==> src/rtl/timer_pkg.sv <==
// Shared constants for the multi-channel capture/compare timer.
package timer_pkg;
  localparam int ADR_W = 8;
  localparam int DAT_W = 32;
  localparam int CW0   = 32;
  localparam int CW    = 16;

  // Register byte offsets on the Wishbone slave.
  localparam logic [7:0] A_PSC  = 8'h00;
  localparam logic [7:0] A_CCTL = 8'h04;
  localparam logic [7:0] A_PIO  = 8'h08;
  localparam logic [7:0] A_STR  = 8'h0C;
  localparam logic [7:0] A_IEN  = 8'h10;
  localparam logic [7:0] A_STAT = 8'h14;
  localparam logic [7:0] A_TGS  = 8'h18;
  localparam logic [7:0] A_DST  = 8'h1C;
  localparam logic [7:0] A_CON  = 8'h20;
  localparam logic [7:0] A_ITV  = 8'h24;
  localparam logic [7:0] A_MODE = 8'h28;
  localparam logic [7:0] A_CNT0 = 8'h2C;
  localparam logic [7:0] A_C0A  = 8'h30;
  localparam logic [7:0] A_C0D  = 8'h34;
  localparam logic [7:0] A_OSB  = 8'h38;
  localparam logic [7:0] A_CNT1 = 8'h3C;
  localparam logic [7:0] A_GR1A = 8'h40;
  localparam logic [7:0] A_CNT3 = 8'h44;
  localparam logic [7:0] A_GR3A = 8'h48;
  localparam logic [7:0] A_GR3D = 8'h4C;
  localparam logic [7:0] A_CNT6 = 8'h50;
  localparam logic [7:0] A_CYC6 = 8'h54;
  localparam logic [7:0] A_BUF6 = 8'h58;
  localparam logic [7:0] A_DTY6 = 8'h5C;
  localparam logic [7:0] A_PULSE_DOWN_COUNTER = 8'h60;

  // Field positions in counter_control: clock select [2:0], edge [4:3].
  localparam int CC_CH1 = 0;
  localparam int CC_CH3 = 8;
  localparam int CC_CH6 = 16;
  localparam logic [2:0] CKS_EXT = 3'h4;

  // Field positions in pin_io_control.
  localparam int PIO_C0A = 0;
  localparam int PIO_C0D = 2;
  localparam int PIO_C1  = 4;
  localparam int PIO_C3  = 8;
  localparam int PIO_CAP = 2;

  // Output actions in a 3-bit io field with the capture bit clear.
  localparam logic [1:0] IO_OUT0 = 2'h1;
  localparam logic [1:0] IO_OUT1 = 2'h2;
  localparam logic [1:0] IO_TGL  = 2'h3;

  // Status and interrupt enable bit positions.
  localparam int ST_C0A = 0;
  localparam int ST_C0D = 1;
  localparam int ST_C1  = 2;
  localparam int ST_C3  = 3;
  localparam int ST_UF  = 4;
  localparam int ST_CY6 = 5;
  localparam int ST_ITV = 6;
  localparam int ST_W   = 7;

  localparam int ITV_LSB = 10;

  // Reset values.
  localparam logic [7:0]  RST_BYTE = 8'h00;
  localparam logic [15:0] RST_GR   = 16'hFFFF;
  localparam logic [15:0] RST_ZERO = 16'h0000;
endpackage : timer_pkg

==> src/rtl/multi_channel_timer.sv <==
// Top of the multi-channel capture/compare timer with its Wishbone registers.
// What this block does
// - Prescaler makes first-stage tick; channel clock select picks second stage.
// - External count clock counts on the selected edge type.
// - Capture inputs trigger on rising, falling or both edges.
// - Capture interrupt request only when its enable bit is set.
// - A counter runs only after software sets its start bit.
// - Channel 0 capture A always copies channel 1 counter to offset base.
// - Compare output action is drive 0, drive 1 or toggle.
// - Output action happens when counter equals compare register.
// - Both trigger bits set: channel 1 match acts as channel 0 captures.
// - Down-counter value is pulse width; underflow interrupt when enabled.
// - Writing 1 to down start bit starts the one-shot pulse.
// - Channel 1 general register gives offset before the down-counter starts.
// - With connection bit set, channel 1 match starts the down-counter.
// - Interval interrupt when an enabled channel 0 counter bit rises.
// - Enabled interval bit rise also requests A/D sampling.
// - Counter bits 10 to 13 map to interval bits 0 to 3.
// - Channel 0 counter started by start bit 0.
// - Setting channel 3 PWM mode drives its D output to 0 at once.
// - Channel 3 PWM: register A times 0 output, register D times 1.
// - Channel 6: cycle match gives 1, duty match 0, optional interrupt.
// - Duty zero gives 0%; buffer not below cycle gives 100%.
// - Channel 6 cycle match moves buffer, ORed with any same-cycle duty write, into duty register.
// - Match flag sets on the tick that moves the counter off the match.
`timescale 1ns/1ps
module multi_channel_timer (
  input  wire logic                           clk_sys,
  input  wire logic                           sys_rst,
  input  wire logic                           wb_cyc_i,
  input  wire logic                           wb_stb_i,
  input  wire logic                           wb_we_i,
  input  wire logic [timer_pkg::ADR_W-1:0]    wb_adr_i,
  input  wire logic [3:0]                     wb_sel_i,
  input  wire logic [timer_pkg::DAT_W-1:0]    wb_dat_i,
  output logic                                wb_ack_o,
  output logic [timer_pkg::DAT_W-1:0]         wb_dat_o,
  input  wire logic                           ext_clk_pin,
  input  wire logic                           cap0a_pin,
  input  wire logic                           cap0d_pin,
  input  wire logic                           ch1_pin_in,
  output logic                                ch1_pin_out,
  output logic                                ch1_pin_oe,
  output logic                                ch3d_out,
  output logic                                ch6_out,
  output logic                                pulse_out,
  output logic                                adc_start,
  output logic                                irq_capture,
  output logic                                irq_compare,
  output logic                                irq_underflow,
  output logic                                irq_cycle,
  output logic                                irq_interval
);
  import timer_pkg::*;

  logic [7:0]      prescaler_config;
  logic [31:0]     counter_control;
  logic [11:0]     pin_io_control;
  logic [7:0]      counter_start_reg;
  logic [ST_W-1:0] interrupt_enable_reg;
  logic [ST_W-1:0] status;
  logic [1:0]      trigger_select_reg;
  logic            down_run;
  logic            connection_reg;
  logic [7:0]      interval_request_reg;
  logic            chan3_pwm_mode;
  logic [CW0-1:0]  channel0_capture_a;
  logic [CW0-1:0]  channel0_capture_d;
  logic [CW-1:0]   offset_base_capture;
  logic [CW-1:0]   gr1a;
  logic [CW-1:0]   gr3a;
  logic [CW-1:0]   gr3d;
  logic [CW-1:0]   cycle_register;
  logic [CW-1:0]   duty_buffer;
  logic [CW-1:0]   duty6;
  logic [CW-1:0]   pulse_down_counter;
  logic [7:0]      psc_cnt;
  logic [3:0]      itv_prev;
  logic [CW0-1:0]  channel0_counter;
  logic [CW-1:0]   channel1_counter;
  logic [CW-1:0]   cnt3;
  logic [CW-1:0]   cnt6;
  logic            t0;
  logic            t1;
  logic            t3;
  logic            t6;
  logic            hit0a;
  logic            hit0d;
  logic            hit1;

  // Bus decode. Writes land on the edge where ack is already high.
  wire        req   = wb_cyc_i & wb_stb_i;
  wire        wr    = req & wb_we_i & wb_ack_o;
  wire [31:0] bmask = {{8{wb_sel_i[3]}}, {8{wb_sel_i[2]}},
                       {8{wb_sel_i[1]}}, {8{wb_sel_i[0]}}};
  wire        wr_psc  = wr & (wb_adr_i == A_PSC);
  wire        wr_cctl = wr & (wb_adr_i == A_CCTL);
  wire        wr_pio  = wr & (wb_adr_i == A_PIO);
  wire        wr_str  = wr & (wb_adr_i == A_STR);
  wire        wr_ien  = wr & (wb_adr_i == A_IEN);
  wire        wr_stat = wr & (wb_adr_i == A_STAT);
  wire        wr_tgs  = wr & (wb_adr_i == A_TGS);
  wire        wr_dst  = wr & (wb_adr_i == A_DST);
  wire        wr_con  = wr & (wb_adr_i == A_CON);
  wire        wr_itv  = wr & (wb_adr_i == A_ITV);
  wire        wr_mode = wr & (wb_adr_i == A_MODE);
  wire        wr_cnt0 = wr & (wb_adr_i == A_CNT0);
  wire        wr_cnt1 = wr & (wb_adr_i == A_CNT1);
  wire        wr_gr1a = wr & (wb_adr_i == A_GR1A);
  wire        wr_cnt3 = wr & (wb_adr_i == A_CNT3);
  wire        wr_gr3a = wr & (wb_adr_i == A_GR3A);
  wire        wr_gr3d = wr & (wb_adr_i == A_GR3D);
  wire        wr_cnt6 = wr & (wb_adr_i == A_CNT6);
  wire        wr_cyc6 = wr & (wb_adr_i == A_CYC6);
  wire        wr_buf6 = wr & (wb_adr_i == A_BUF6);
  wire        wr_dty6 = wr & (wb_adr_i == A_DTY6);
  wire        wr_pulse_down_counter = wr & (wb_adr_i == A_PULSE_DOWN_COUNTER);

  function automatic logic [31:0] merge(input logic [31:0] old);
    merge = (old & ~bmask) | (wb_dat_i & bmask);
  endfunction : merge

  wire [31:0] pad_psc  = {24'h0, prescaler_config};
  wire [31:0] pad_pio  = {20'h0, pin_io_control};
  wire [31:0] pad_str  = {24'h0, counter_start_reg};
  wire [31:0] pad_ien  = {25'h0, interrupt_enable_reg};
  wire [31:0] pad_stat = {25'h0, status};
  wire [31:0] pad_itv  = {24'h0, interval_request_reg};
  wire [31:0] pad_cnt1 = {16'h0, channel1_counter};
  wire [31:0] pad_gr1a = {16'h0, gr1a};
  wire [31:0] pad_cnt3 = {16'h0, cnt3};
  wire [31:0] pad_gr3a = {16'h0, gr3a};
  wire [31:0] pad_gr3d = {16'h0, gr3d};
  wire [31:0] pad_cnt6 = {16'h0, cnt6};
  wire [31:0] pad_cyc6 = {16'h0, cycle_register};
  wire [31:0] pad_buf6 = {16'h0, duty_buffer};
  wire [31:0] pad_dty6 = {16'h0, duty6};
  wire [31:0] pad_pulse_down_counter = {16'h0, pulse_down_counter};

  // Unmapped addresses read as zero and still acknowledge.
  wire [31:0] rdata =
    (wb_adr_i == A_PSC)  ? pad_psc :
    (wb_adr_i == A_CCTL) ? counter_control :
    (wb_adr_i == A_PIO)  ? pad_pio :
    (wb_adr_i == A_STR)  ? pad_str :
    (wb_adr_i == A_IEN)  ? pad_ien :
    (wb_adr_i == A_STAT) ? pad_stat :
    (wb_adr_i == A_TGS)  ? {30'h0, trigger_select_reg} :
    (wb_adr_i == A_DST)  ? {31'h0, down_run} :
    (wb_adr_i == A_CON)  ? {31'h0, connection_reg} :
    (wb_adr_i == A_ITV)  ? pad_itv :
    (wb_adr_i == A_MODE) ? {31'h0, chan3_pwm_mode} :
    (wb_adr_i == A_CNT0) ? channel0_counter :
    (wb_adr_i == A_C0A)  ? channel0_capture_a :
    (wb_adr_i == A_C0D)  ? channel0_capture_d :
    (wb_adr_i == A_OSB)  ? {16'h0, offset_base_capture} :
    (wb_adr_i == A_CNT1) ? pad_cnt1 :
    (wb_adr_i == A_GR1A) ? pad_gr1a :
    (wb_adr_i == A_CNT3) ? pad_cnt3 :
    (wb_adr_i == A_GR3A) ? pad_gr3a :
    (wb_adr_i == A_GR3D) ? pad_gr3d :
    (wb_adr_i == A_CNT6) ? pad_cnt6 :
    (wb_adr_i == A_CYC6) ? pad_cyc6 :
    (wb_adr_i == A_BUF6) ? pad_buf6 :
    (wb_adr_i == A_DTY6) ? pad_dty6 :
    (wb_adr_i == A_PULSE_DOWN_COUNTER) ? pad_pulse_down_counter : 32'h0000_0000;

  // First-stage tick divides the system clock by prescaler_config plus one.
  wire tick_pre = (psc_cnt == prescaler_config);

  wire [2:0] io1     = pin_io_control[PIO_C1 +: 3];
  wire [2:0] io3     = pin_io_control[PIO_C3 +: 3];
  wire [1:0] mode1   = io1[PIO_CAP] ? io1[1:0] : 2'h0;
  wire [1:0] mode0a  = pin_io_control[PIO_C0A +: 2];
  wire [1:0] mode0d  = pin_io_control[PIO_C0D +: 2];

  edge_sel u_cap0a (
    .clk_sys (clk_sys),
    .sys_rst (sys_rst),
    .pin     (cap0a_pin),
    .mode    (mode0a),
    .hit     (hit0a)
  );

  edge_sel u_cap0d (
    .clk_sys (clk_sys),
    .sys_rst (sys_rst),
    .pin     (cap0d_pin),
    .mode    (mode0d),
    .hit     (hit0d)
  );

  edge_sel u_cap1 (
    .clk_sys (clk_sys),
    .sys_rst (sys_rst),
    .pin     (ch1_pin_in),
    .mode    (mode1),
    .hit     (hit1)
  );

  // Match strobes fire on the tick that moves the counter off the match value.
  wire m1  = t1 & (channel1_counter == gr1a) & ~io1[PIO_CAP];
  wire m3a = t3 & (cnt3 == gr3a);
  wire m3d = t3 & (cnt3 == gr3d);
  wire m6c = t6 & (cnt6 == cycle_register);
  wire m6d = t6 & (cnt6 == duty6);
  wire trg_both = &trigger_select_reg;
  wire cap0a_ev = trg_both ? m1 : hit0a;
  wire cap0d_ev = trg_both ? m1 : hit0d;
  wire clr3 = chan3_pwm_mode & m3d;

  cnt_unit #(.W(CW0)) u_cnt0 (
    .clk_sys  (clk_sys),
    .sys_rst  (sys_rst),
    .tick_pre (tick_pre),
    .cks      (3'h0),
    .ext_edge (2'h0),
    .ext_pin  (ext_clk_pin),
    .run      (counter_start_reg[0]),
    .clr      (1'b0),
    .ld       (wr_cnt0),
    .ld_val   (merge(channel0_counter)),
    .count    (channel0_counter),
    .tick     (t0)
  );

  cnt_unit #(.W(CW)) u_cnt1 (
    .clk_sys  (clk_sys),
    .sys_rst  (sys_rst),
    .tick_pre (tick_pre),
    .cks      (counter_control[CC_CH1 +: 3]),
    .ext_edge (counter_control[CC_CH1 + 3 +: 2]),
    .ext_pin  (ext_clk_pin),
    .run      (counter_start_reg[1]),
    .clr      (1'b0),
    .ld       (wr_cnt1),
    .ld_val   (CW'(merge(pad_cnt1))),
    .count    (channel1_counter),
    .tick     (t1)
  );

  cnt_unit #(.W(CW)) u_cnt3 (
    .clk_sys  (clk_sys),
    .sys_rst  (sys_rst),
    .tick_pre (tick_pre),
    .cks      (counter_control[CC_CH3 +: 3]),
    .ext_edge (counter_control[CC_CH3 + 3 +: 2]),
    .ext_pin  (ext_clk_pin),
    .run      (counter_start_reg[3]),
    .clr      (clr3),
    .ld       (wr_cnt3),
    .ld_val   (CW'(merge(pad_cnt3))),
    .count    (cnt3),
    .tick     (t3)
  );

  cnt_unit #(.W(CW)) u_cnt6 (
    .clk_sys  (clk_sys),
    .sys_rst  (sys_rst),
    .tick_pre (tick_pre),
    .cks      (counter_control[CC_CH6 +: 3]),
    .ext_edge (counter_control[CC_CH6 + 3 +: 2]),
    .ext_pin  (ext_clk_pin),
    .run      (counter_start_reg[6]),
    .clr      (m6c),
    .ld       (wr_cnt6),
    .ld_val   (CW'(merge(pad_cnt6))),
    .count    (cnt6),
    .tick     (t6)
  );

  // Interval events on the rise of channel 0 counter bits 10 to 13.
  wire [3:0] itv_rise = channel0_counter[ITV_LSB +: 4] & ~itv_prev;
  wire       itv_ev   = |(itv_rise & interval_request_reg[3:0]);
  wire       adc_ev   = |(itv_rise & interval_request_reg[7:4]);

  // Down-counter: a start from software or from a channel 1 match.
  wire dstart  = (wr_dst & wb_sel_i[0] & wb_dat_i[0]) | (connection_reg & m1);
  wire dtick   = down_run & tick_pre;
  wire dunder  = dtick & (pulse_down_counter == RST_ZERO);

  wire [ST_W-1:0] st_set = {itv_ev, m6c, dunder, m3d, m1 | hit1, cap0d_ev, cap0a_ev};
  wire [ST_W-1:0] st_clr = wr_stat ? (~wb_dat_i[ST_W-1:0] & bmask[ST_W-1:0]) : '0;
  wire [ST_W-1:0] st_act = status & interrupt_enable_reg;

  wire [15:0] next_duty6 = m6c ? (wr_dty6 ? (duty_buffer | wb_dat_i[15:0]) : duty_buffer)
                         : (wr_dty6 ? CW'(merge(pad_dty6)) : duty6);

  always_ff @(posedge clk_sys or posedge sys_rst)
  begin
    if (sys_rst)
    begin
      wb_ack_o <= 1'b0;
      wb_dat_o <= 32'h0000_0000;
      psc_cnt  <= RST_BYTE;
    end
    else
    begin
      wb_ack_o <= req & ~wb_ack_o;
      wb_dat_o <= rdata;
      psc_cnt  <= tick_pre ? RST_BYTE : psc_cnt + 8'h01;
    end
  end

  always_ff @(posedge clk_sys or posedge sys_rst)
  begin
    if (sys_rst)
    begin
      prescaler_config     <= RST_BYTE;
      counter_control      <= 32'h0000_0000;
      pin_io_control       <= 12'h000;
      counter_start_reg    <= RST_BYTE;
      interrupt_enable_reg <= '0;
      trigger_select_reg   <= 2'h0;
      connection_reg       <= 1'b0;
      interval_request_reg <= RST_BYTE;
      chan3_pwm_mode       <= 1'b0;
    end
    else
    begin
      if (wr_psc)
        prescaler_config <= 8'(merge(pad_psc));
      if (wr_cctl)
        counter_control <= merge(counter_control);
      if (wr_pio)
        pin_io_control <= 12'(merge(pad_pio));
      if (wr_str)
        counter_start_reg <= 8'(merge(pad_str));
      if (wr_ien)
        interrupt_enable_reg <= ST_W'(merge(pad_ien));
      if (wr_tgs)
        trigger_select_reg <= 2'(merge({30'h0, trigger_select_reg}));
      if (wr_con)
        connection_reg <= 1'(merge({31'h0, connection_reg}));
      if (wr_itv)
        interval_request_reg <= 8'(merge(pad_itv));
      if (wr_mode)
        chan3_pwm_mode <= 1'(merge({31'h0, chan3_pwm_mode}));
    end
  end

  // Capture and compare registers. A CPU write wins over a capture transfer.
  always_ff @(posedge clk_sys or posedge sys_rst)
  begin
    if (sys_rst)
    begin
      channel0_capture_a  <= 32'h0000_0000;
      channel0_capture_d  <= 32'h0000_0000;
      offset_base_capture <= RST_ZERO;
      gr1a                <= RST_GR;
      gr3a                <= RST_GR;
      gr3d                <= RST_GR;
      cycle_register      <= RST_GR;
      duty_buffer         <= RST_ZERO;
      duty6               <= RST_ZERO;
    end
    else
    begin
      if (cap0a_ev)
      begin
        channel0_capture_a  <= channel0_counter;
        offset_base_capture <= channel1_counter;
      end
      if (cap0d_ev)
        channel0_capture_d <= channel0_counter;
      if (wr_gr1a)
        gr1a <= CW'(merge(pad_gr1a));
      else if (hit1)
        gr1a <= channel1_counter;
      if (wr_gr3a)
        gr3a <= CW'(merge(pad_gr3a));
      if (wr_gr3d)
        gr3d <= CW'(merge(pad_gr3d));
      if (wr_cyc6)
        cycle_register <= CW'(merge(pad_cyc6));
      if (wr_buf6)
        duty_buffer <= CW'(merge(pad_buf6));
      duty6 <= next_duty6;
    end
  end

  // One-shot down-counter; a CPU write of zero halts it at the next underflow.
  always_ff @(posedge clk_sys or posedge sys_rst)
  begin
    if (sys_rst)
    begin
      pulse_down_counter <= RST_ZERO;
      down_run           <= 1'b0;
      pulse_out          <= 1'b0;
    end
    else
    begin
      if (wr_pulse_down_counter)
        pulse_down_counter <= CW'(merge(pad_pulse_down_counter));
      else if (dtick & ~dunder)
        pulse_down_counter <= pulse_down_counter - 16'h0001;
      if (dstart)
        down_run <= 1'b1;
      else if (dunder)
        down_run <= 1'b0;
      pulse_out <= down_run & (pulse_down_counter != RST_ZERO) & ~dunder;
    end
  end

  // Status flags: a hardware set in the same cycle as a clear wins.
  always_ff @(posedge clk_sys or posedge sys_rst)
  begin
    if (sys_rst)
    begin
      status        <= '0;
      itv_prev      <= 4'h0;
      adc_start     <= 1'b0;
      irq_capture   <= 1'b0;
      irq_compare   <= 1'b0;
      irq_underflow <= 1'b0;
      irq_cycle     <= 1'b0;
      irq_interval  <= 1'b0;
    end
    else
    begin
      status        <= (status & ~st_clr) | st_set;
      itv_prev      <= channel0_counter[ITV_LSB +: 4];
      adc_start     <= adc_ev;
      irq_capture   <= st_act[ST_C0A] | st_act[ST_C0D];
      irq_compare   <= st_act[ST_C1] | st_act[ST_C3];
      irq_underflow <= st_act[ST_UF];
      irq_cycle     <= st_act[ST_CY6];
      irq_interval  <= st_act[ST_ITV];
    end
  end

  // Waveform outputs.
  always_ff @(posedge clk_sys or posedge sys_rst)
  begin
    if (sys_rst)
    begin
      ch1_pin_out <= 1'b0;
      ch1_pin_oe  <= 1'b0;
      ch3d_out    <= 1'b0;
      ch6_out     <= 1'b0;
    end
    else
    begin
      ch1_pin_oe <= ~io1[PIO_CAP] & (io1[1:0] != 2'h0);
      if (m1)
        ch1_pin_out <= (io1[1:0] == IO_OUT1) |
                       ((io1[1:0] == IO_TGL) & ~ch1_pin_out) |
                       ((io1[1:0] == 2'h0) & ch1_pin_out);
      if (wr_mode & wb_sel_i[0] & wb_dat_i[0])
        ch3d_out <= 1'b0;
      else if (chan3_pwm_mode)
      begin
        if (m3d)
          ch3d_out <= 1'b1;
        else if (m3a)
          ch3d_out <= 1'b0;
      end
      else if (m3d & ~io3[PIO_CAP])
      begin
        if (io3[1:0] == IO_OUT0)
          ch3d_out <= 1'b0;
        else if (io3[1:0] == IO_OUT1)
          ch3d_out <= 1'b1;
        else if (io3[1:0] == IO_TGL)
          ch3d_out <= ~ch3d_out;
      end
      if (m6c)
        ch6_out <= (duty_buffer != RST_ZERO);
      else if (m6d)
        ch6_out <= 1'b0;
    end
  end
endmodule : multi_channel_timer

==> src/rtl/edge_sel.sv <==
// Pin synchroniser with selectable rising, falling or both-edge detection.
`timescale 1ns/1ps
module edge_sel (
  input  wire logic       clk_sys,
  input  wire logic       sys_rst,
  input  wire logic       pin,
  input  wire logic [1:0] mode,
  output logic            hit
);
  logic meta;
  logic sync;
  logic prev;
  wire  rise = sync & ~prev;
  wire  fall = ~sync & prev;

  always_ff @(posedge clk_sys or posedge sys_rst)
  begin
    if (sys_rst)
    begin
      meta <= 1'b0;
      sync <= 1'b0;
      prev <= 1'b0;
    end
    else
    begin
      meta <= pin;
      sync <= meta;
      prev <= sync;
    end
  end

  // Mode 0 disables detection; 1 rising, 2 falling, 3 both.
  assign hit = (mode[0] & rise) | (mode[1] & fall);
endmodule : edge_sel

==> src/rtl/cnt_unit.sv <==
// Free-running up-counter with second-stage clock select and CPU load.
`timescale 1ns/1ps
module cnt_unit #(
  parameter int W = 16
) (
  input  wire logic         clk_sys,
  input  wire logic         sys_rst,
  input  wire logic         tick_pre,
  input  wire logic [2:0]   cks,
  input  wire logic [1:0]   ext_edge,
  input  wire logic         ext_pin,
  input  wire logic         run,
  input  wire logic         clr,
  input  wire logic         ld,
  input  wire logic [W-1:0] ld_val,
  output logic [W-1:0]      count,
  output logic              tick
);
  import timer_pkg::*;
  logic [2:0] div;
  logic       ext_hit;
  wire  [1:0] ext_mode = (ext_edge == 2'h0) ? 2'h1 : (ext_edge == 2'h1) ? 2'h2 : 2'h3;
  wire  [2:0] mask = 3'((4'h1 << cks[1:0]) - 4'h1);
  wire        int_tick = tick_pre & ((div & mask) == mask);

  edge_sel u_ext (
    .clk_sys (clk_sys),
    .sys_rst (sys_rst),
    .pin     (ext_pin),
    .mode    (ext_mode),
    .hit     (ext_hit)
  );

  assign tick = run & ((cks == CKS_EXT) ? ext_hit : int_tick);

  // A CPU load wins over the increment in the same cycle.
  always_ff @(posedge clk_sys or posedge sys_rst)
  begin
    if (sys_rst)
    begin
      div   <= 3'h0;
      count <= '0;
    end
    else
    begin
      div <= div + {2'h0, tick_pre};
      if (ld)
        count <= ld_val;
      else if (tick)
        count <= clr ? '0 : count + {{(W-1){1'b0}}, 1'b1};
    end
  end
endmodule : cnt_unit

==> config.mk <==
export PLATFORM = sky130hd
export DESIGN_NAME = multi_channel_timer
export DESIGN_NICKNAME = d
export VERILOG_FILES = /design/src/rtl/timer_pkg.sv /design/src/rtl/multi_channel_timer.sv /design/src/rtl/edge_sel.sv /design/src/rtl/cnt_unit.sv
export SDC_FILE = /design/constraint.sdc
export NUM_CORES = 1
export LEC_CHECK = 0
export BUFFER_PORTS_ARGS = -buffer_cell sky130_fd_sc_hd__buf_2
export CORE_MARGIN = 2
export CORE_UTILIZATION = 55
export CTS_CLUSTER_SIZE = 14
export DETAILED_ROUTE_END_ITERATION = 6
export PLACE_DENSITY = 0.79
export SLEW_MARGIN = 20
export SYNTH_ARGS = -nofsm -noshare
export SYNTH_HDL_FRONTEND = slang
export SYNTH_HIERARCHICAL = 1
export SYNTH_SLANG_ARGS = --single-unit
export TNS_END_PERCENT = 20
==> constraint.sdc <==
create_clock -name clk_sys -period 18 [get_ports clk_sys]
set_input_delay 0 -clock clk_sys [delete_from_list [all_inputs] [get_ports clk_sys]]
set_output_delay 0 -clock clk_sys [all_outputs]
set_load 0.01 [all_outputs]
==> run_results.csv <==
group,metric,value,unit
sta,skew,32.51,ps
worst_setup_path,crit_type,"reg2reg",
die,core,45280,um^2
worst_setup_path,end_kind,"flop",
clock_tree,cts_hold_buf,41,
finish,final_cell_mix,"dfrtp_1 (384), nand2_1 (215), mux2_1 (161)",
logic_synthesis,synth.top_cell.area_share,38.16,%
worst_setup_path,reg2regPathDepth,11,
global_routing,first_global_vias,22003,
die,ios,97,
routing,drc,23,
finish,fin_area,28520,um^2
global_routing,grt_pass1_wl,136300,um
clock_tree,cts_tree,"done",
clock_tree,max-clock-path-buffers,3,
routing,drt_iter0_markers,3076,
worst_setup_path,cp_num_buf_inv,2,
sta,setup_viol,0,
logic_synthesis,ys_warn_count,6,
sta,drv_slew,0,
worst_setup_path,cp-start-kind,"flop",
sta,setup_tns,0,ps
routing,drt.antenna.violating_nets,0,
die,die_w,218.0,um
clock_tree,cts_buffers,48,
clock_tree,clk_pin_slew_worst_paths,60,ps
finish,layout.nets,2724,
sta,finalHoldViolCount,0,
logic_synthesis,synth_flop_cell,"dfrtp_1",
clock_tree,root_buffer,"clkbuf_16",
place,place_area,26270,um^2
logic_synthesis,synth-seq-area-share,44.84,%
worst_setup_path,worstPathArrival,4980,ps
sta,rsz0062_at_grt,"false",
finish,multi_input_area,12960,um^2
place,hpwl,61790,um
logic_synthesis,netlist_instances,2560,
die,placementRows,78,
power,finalPower,2402,uW
clock_tree,htreeDepth,2,
sta,worst_pin_slew,1176,ps
worst_setup_path,path_depth,11,
flow_run,cap_viol_max_count,0,
sta,slew_headroom,21.31,%
finish,final_common_cell,"dfrtp_1",
logic_synthesis,postSynthAreaPerCell,9.836,um^2
logic_synthesis,synthTopCellsByArea,"dfrtp_1 (38%), mux2_1 (7.2%), dfstp_2 (6.7%), mux2_2 (3.7%), nand2_1 (3.2%)",
sta,max_freq,225.6,MHz
routing,dr.pass1.iters,7,
worst_setup_path,slowest_stage,"or4_1",
power,ir_drop,0.08186,mV
finish,syn_to_final_growth,13.28,%
global_routing,grt_overflow,0,
place,dp_slack,13660,ps
routing,wire_per_inst,27.43,um
min_path,hold_depth,2,
worst_setup_path,crit_required,18550,ps
logic_synthesis,synth-seq-cells,448,
logic_synthesis,synth_largest_area_cell,"dfrtp_1",
run_status,status,"finished, violations left",
routing,viasPerCell,6.909,
logic_synthesis,syn_area,25180,um^2
sta,period_minus_slack,4432,ps
run_status,violations,"design-rule violations",
die,die_area,47510,um^2
clock_tree,post_cts_buffers,0,
global_routing,grt.total_usage,38.05,%
worst_setup_path,worstPathCellList,"xnor2_1, nand4_1, nor2_2, buf_4, nand3_1, o31a_1, inv_2, nand2_1, or4_1, a21boi_1, a221o_1",
logic_synthesis,ys_async_sr_fraction,100.0,%
die,die_y,218.0,um
clock_tree,cts_sinks,448,
min_path,holdCritPathClass,"in2reg",
worst_setup_path,crit_fanout,22,
power,leakage,0.01304,uW
global_routing,grt_max_degree,112,
worst_setup_path,slowest_delay,920,ps
logic_synthesis,ys_types,105,
sta,fin_ws,13570,ps
global_routing,grt_antenna_before_repair,3,
routing,routed-via-count,22771,
die,initial_utilization,55.60,%
logic_synthesis,synth_edf_count,0,
place,gp_congestion,1.099,
finish,nFillCells,3662,
clock_tree,insertion_delay,620,ps
worst_setup_path,crit_family,"simple AND/OR/NAND/NOR gates",
routing,wirelength,90420,um
worst_setup_path,reg2reg_slack,13570,ps
sta,period_share,24.62,%
finish,regArea,11290,um^2
place,io_buffers,96,
clock_tree,post_cts_resized,0,
power,powerDensity,84.21,nW/um^2
finish,drive_gt1_share,16.64,%
-- cell families after synthesis --
logic type / count (synthesis) / share of synthesized area, %
simple gates: 792 / 16.74
compound gates: 659 / 17.73
flops: 448 / 44.84
buf+inv: 276 / 4.368
mux: 269 / 12.06
xor+xnor: 98 / 3.409
fa+ha+maj: 17 / 0.8447
other cells: 1 / 0.01489
-- per-layer routing --
metal	share of wire [%]	wire length, um	GRT usage [%]
met1	37	33820	48.77
met2	43	38810	56.05
met3	12	10550	10.00
met4	8.0	7229	26.80
met5	0.014	13	0
-- area by class of cell --
| class | count | area share [%] |
|---|---|---|
| Antenna cell | 4 | 0.03509 |
| Clock buffer | 65 | 4.895 |
| Clock inverter | 23 | 1.505 |
| Inverter | 123 | 1.645 |
| Multi-Input combinational cell | 1852 | 45.42 |
| Sequential cell | 448 | 39.58 |
| Tap cell | 600 | 2.632 |
| Timing Repair Buffer | 181 | 4.281 |
-- how the worst min path moves through the flow --
stage,start,end
after floorplan,sys_rst,u_cap0a/meta
after global placement,ch1_pin_in,u_cap1/meta
after detailed placement,cap0d_pin,u_cap0d/meta
after CTS,cap0a_pin,u_cap0a/meta
after global routing,cap0a_pin,u_cap0a/meta
final,cap0a_pin,u_cap0a/meta
-- through the flow --
stage | std cells | utilization [%] | hold WS [ps]
after floorplan | 2576 | - | -246.4
after global placement | 3163 | 58.02 | 109.1
after detailed placement | 3163 | 58.02 | 110.9
after CTS | 3292 | 62.96 | 8.924
after global routing | 3292 | 62.97 | 28.70
final | 3296 | 62.99 | 21.39
-- where the power goes --
part	switching, uW	internal, uW	total (uW)
Clock	439	703	1140
Sequential	22.7	1030	1060
Combinational	145	59.4	204
-- synth_stat cells, types with 7 or more instances --
cell type,count
dfrtp_1,384
nand2_1,215
mux2_1,161
nor2_1,156
o21ai_0,143
clkbuf_1,120
inv_1,116
a21oi_1,114
nand3_1,95
mux2_2,83
dfstp_2,64
xor2_1,53
o22ai_1,46
nor3_1,45
xnor2_1,45
a31oi_1,40
and3_1,35
nor4_1,33
o211ai_1,33
a22oi_1,31
or4_1,31
and2_1,24
mux2i_1,22
buf_2,21
nand4_1,21
o21ai_1,20
a221o_1,19
a221oi_1,17
a222oi_1,17
ha_1,17
or3_1,17
a32oi_1,16
a21o_1,15
nand3b_1,15
nand2b_1,14
o2bb2ai_1,14
a211oi_1,13
nor2b_1,13
o311ai_0,13
nor4b_1,9
o21ai_2,9
a2bb2oi_1,7
buf_1,7
o41ai_1,7
-- worst register-to-register path, stage by stage (launching register included) --
cell and delay (ps):
dfrtp_1 410, xnor2_1 180, nand4_1 120, nor2_2 290, buf_4 400, nand3_1 120, o31a_1 570, inv_2 300
nand2_1 140, or4_1 920, a21boi_1 650, a221o_1 260
(Power assumes the default switching activity.)
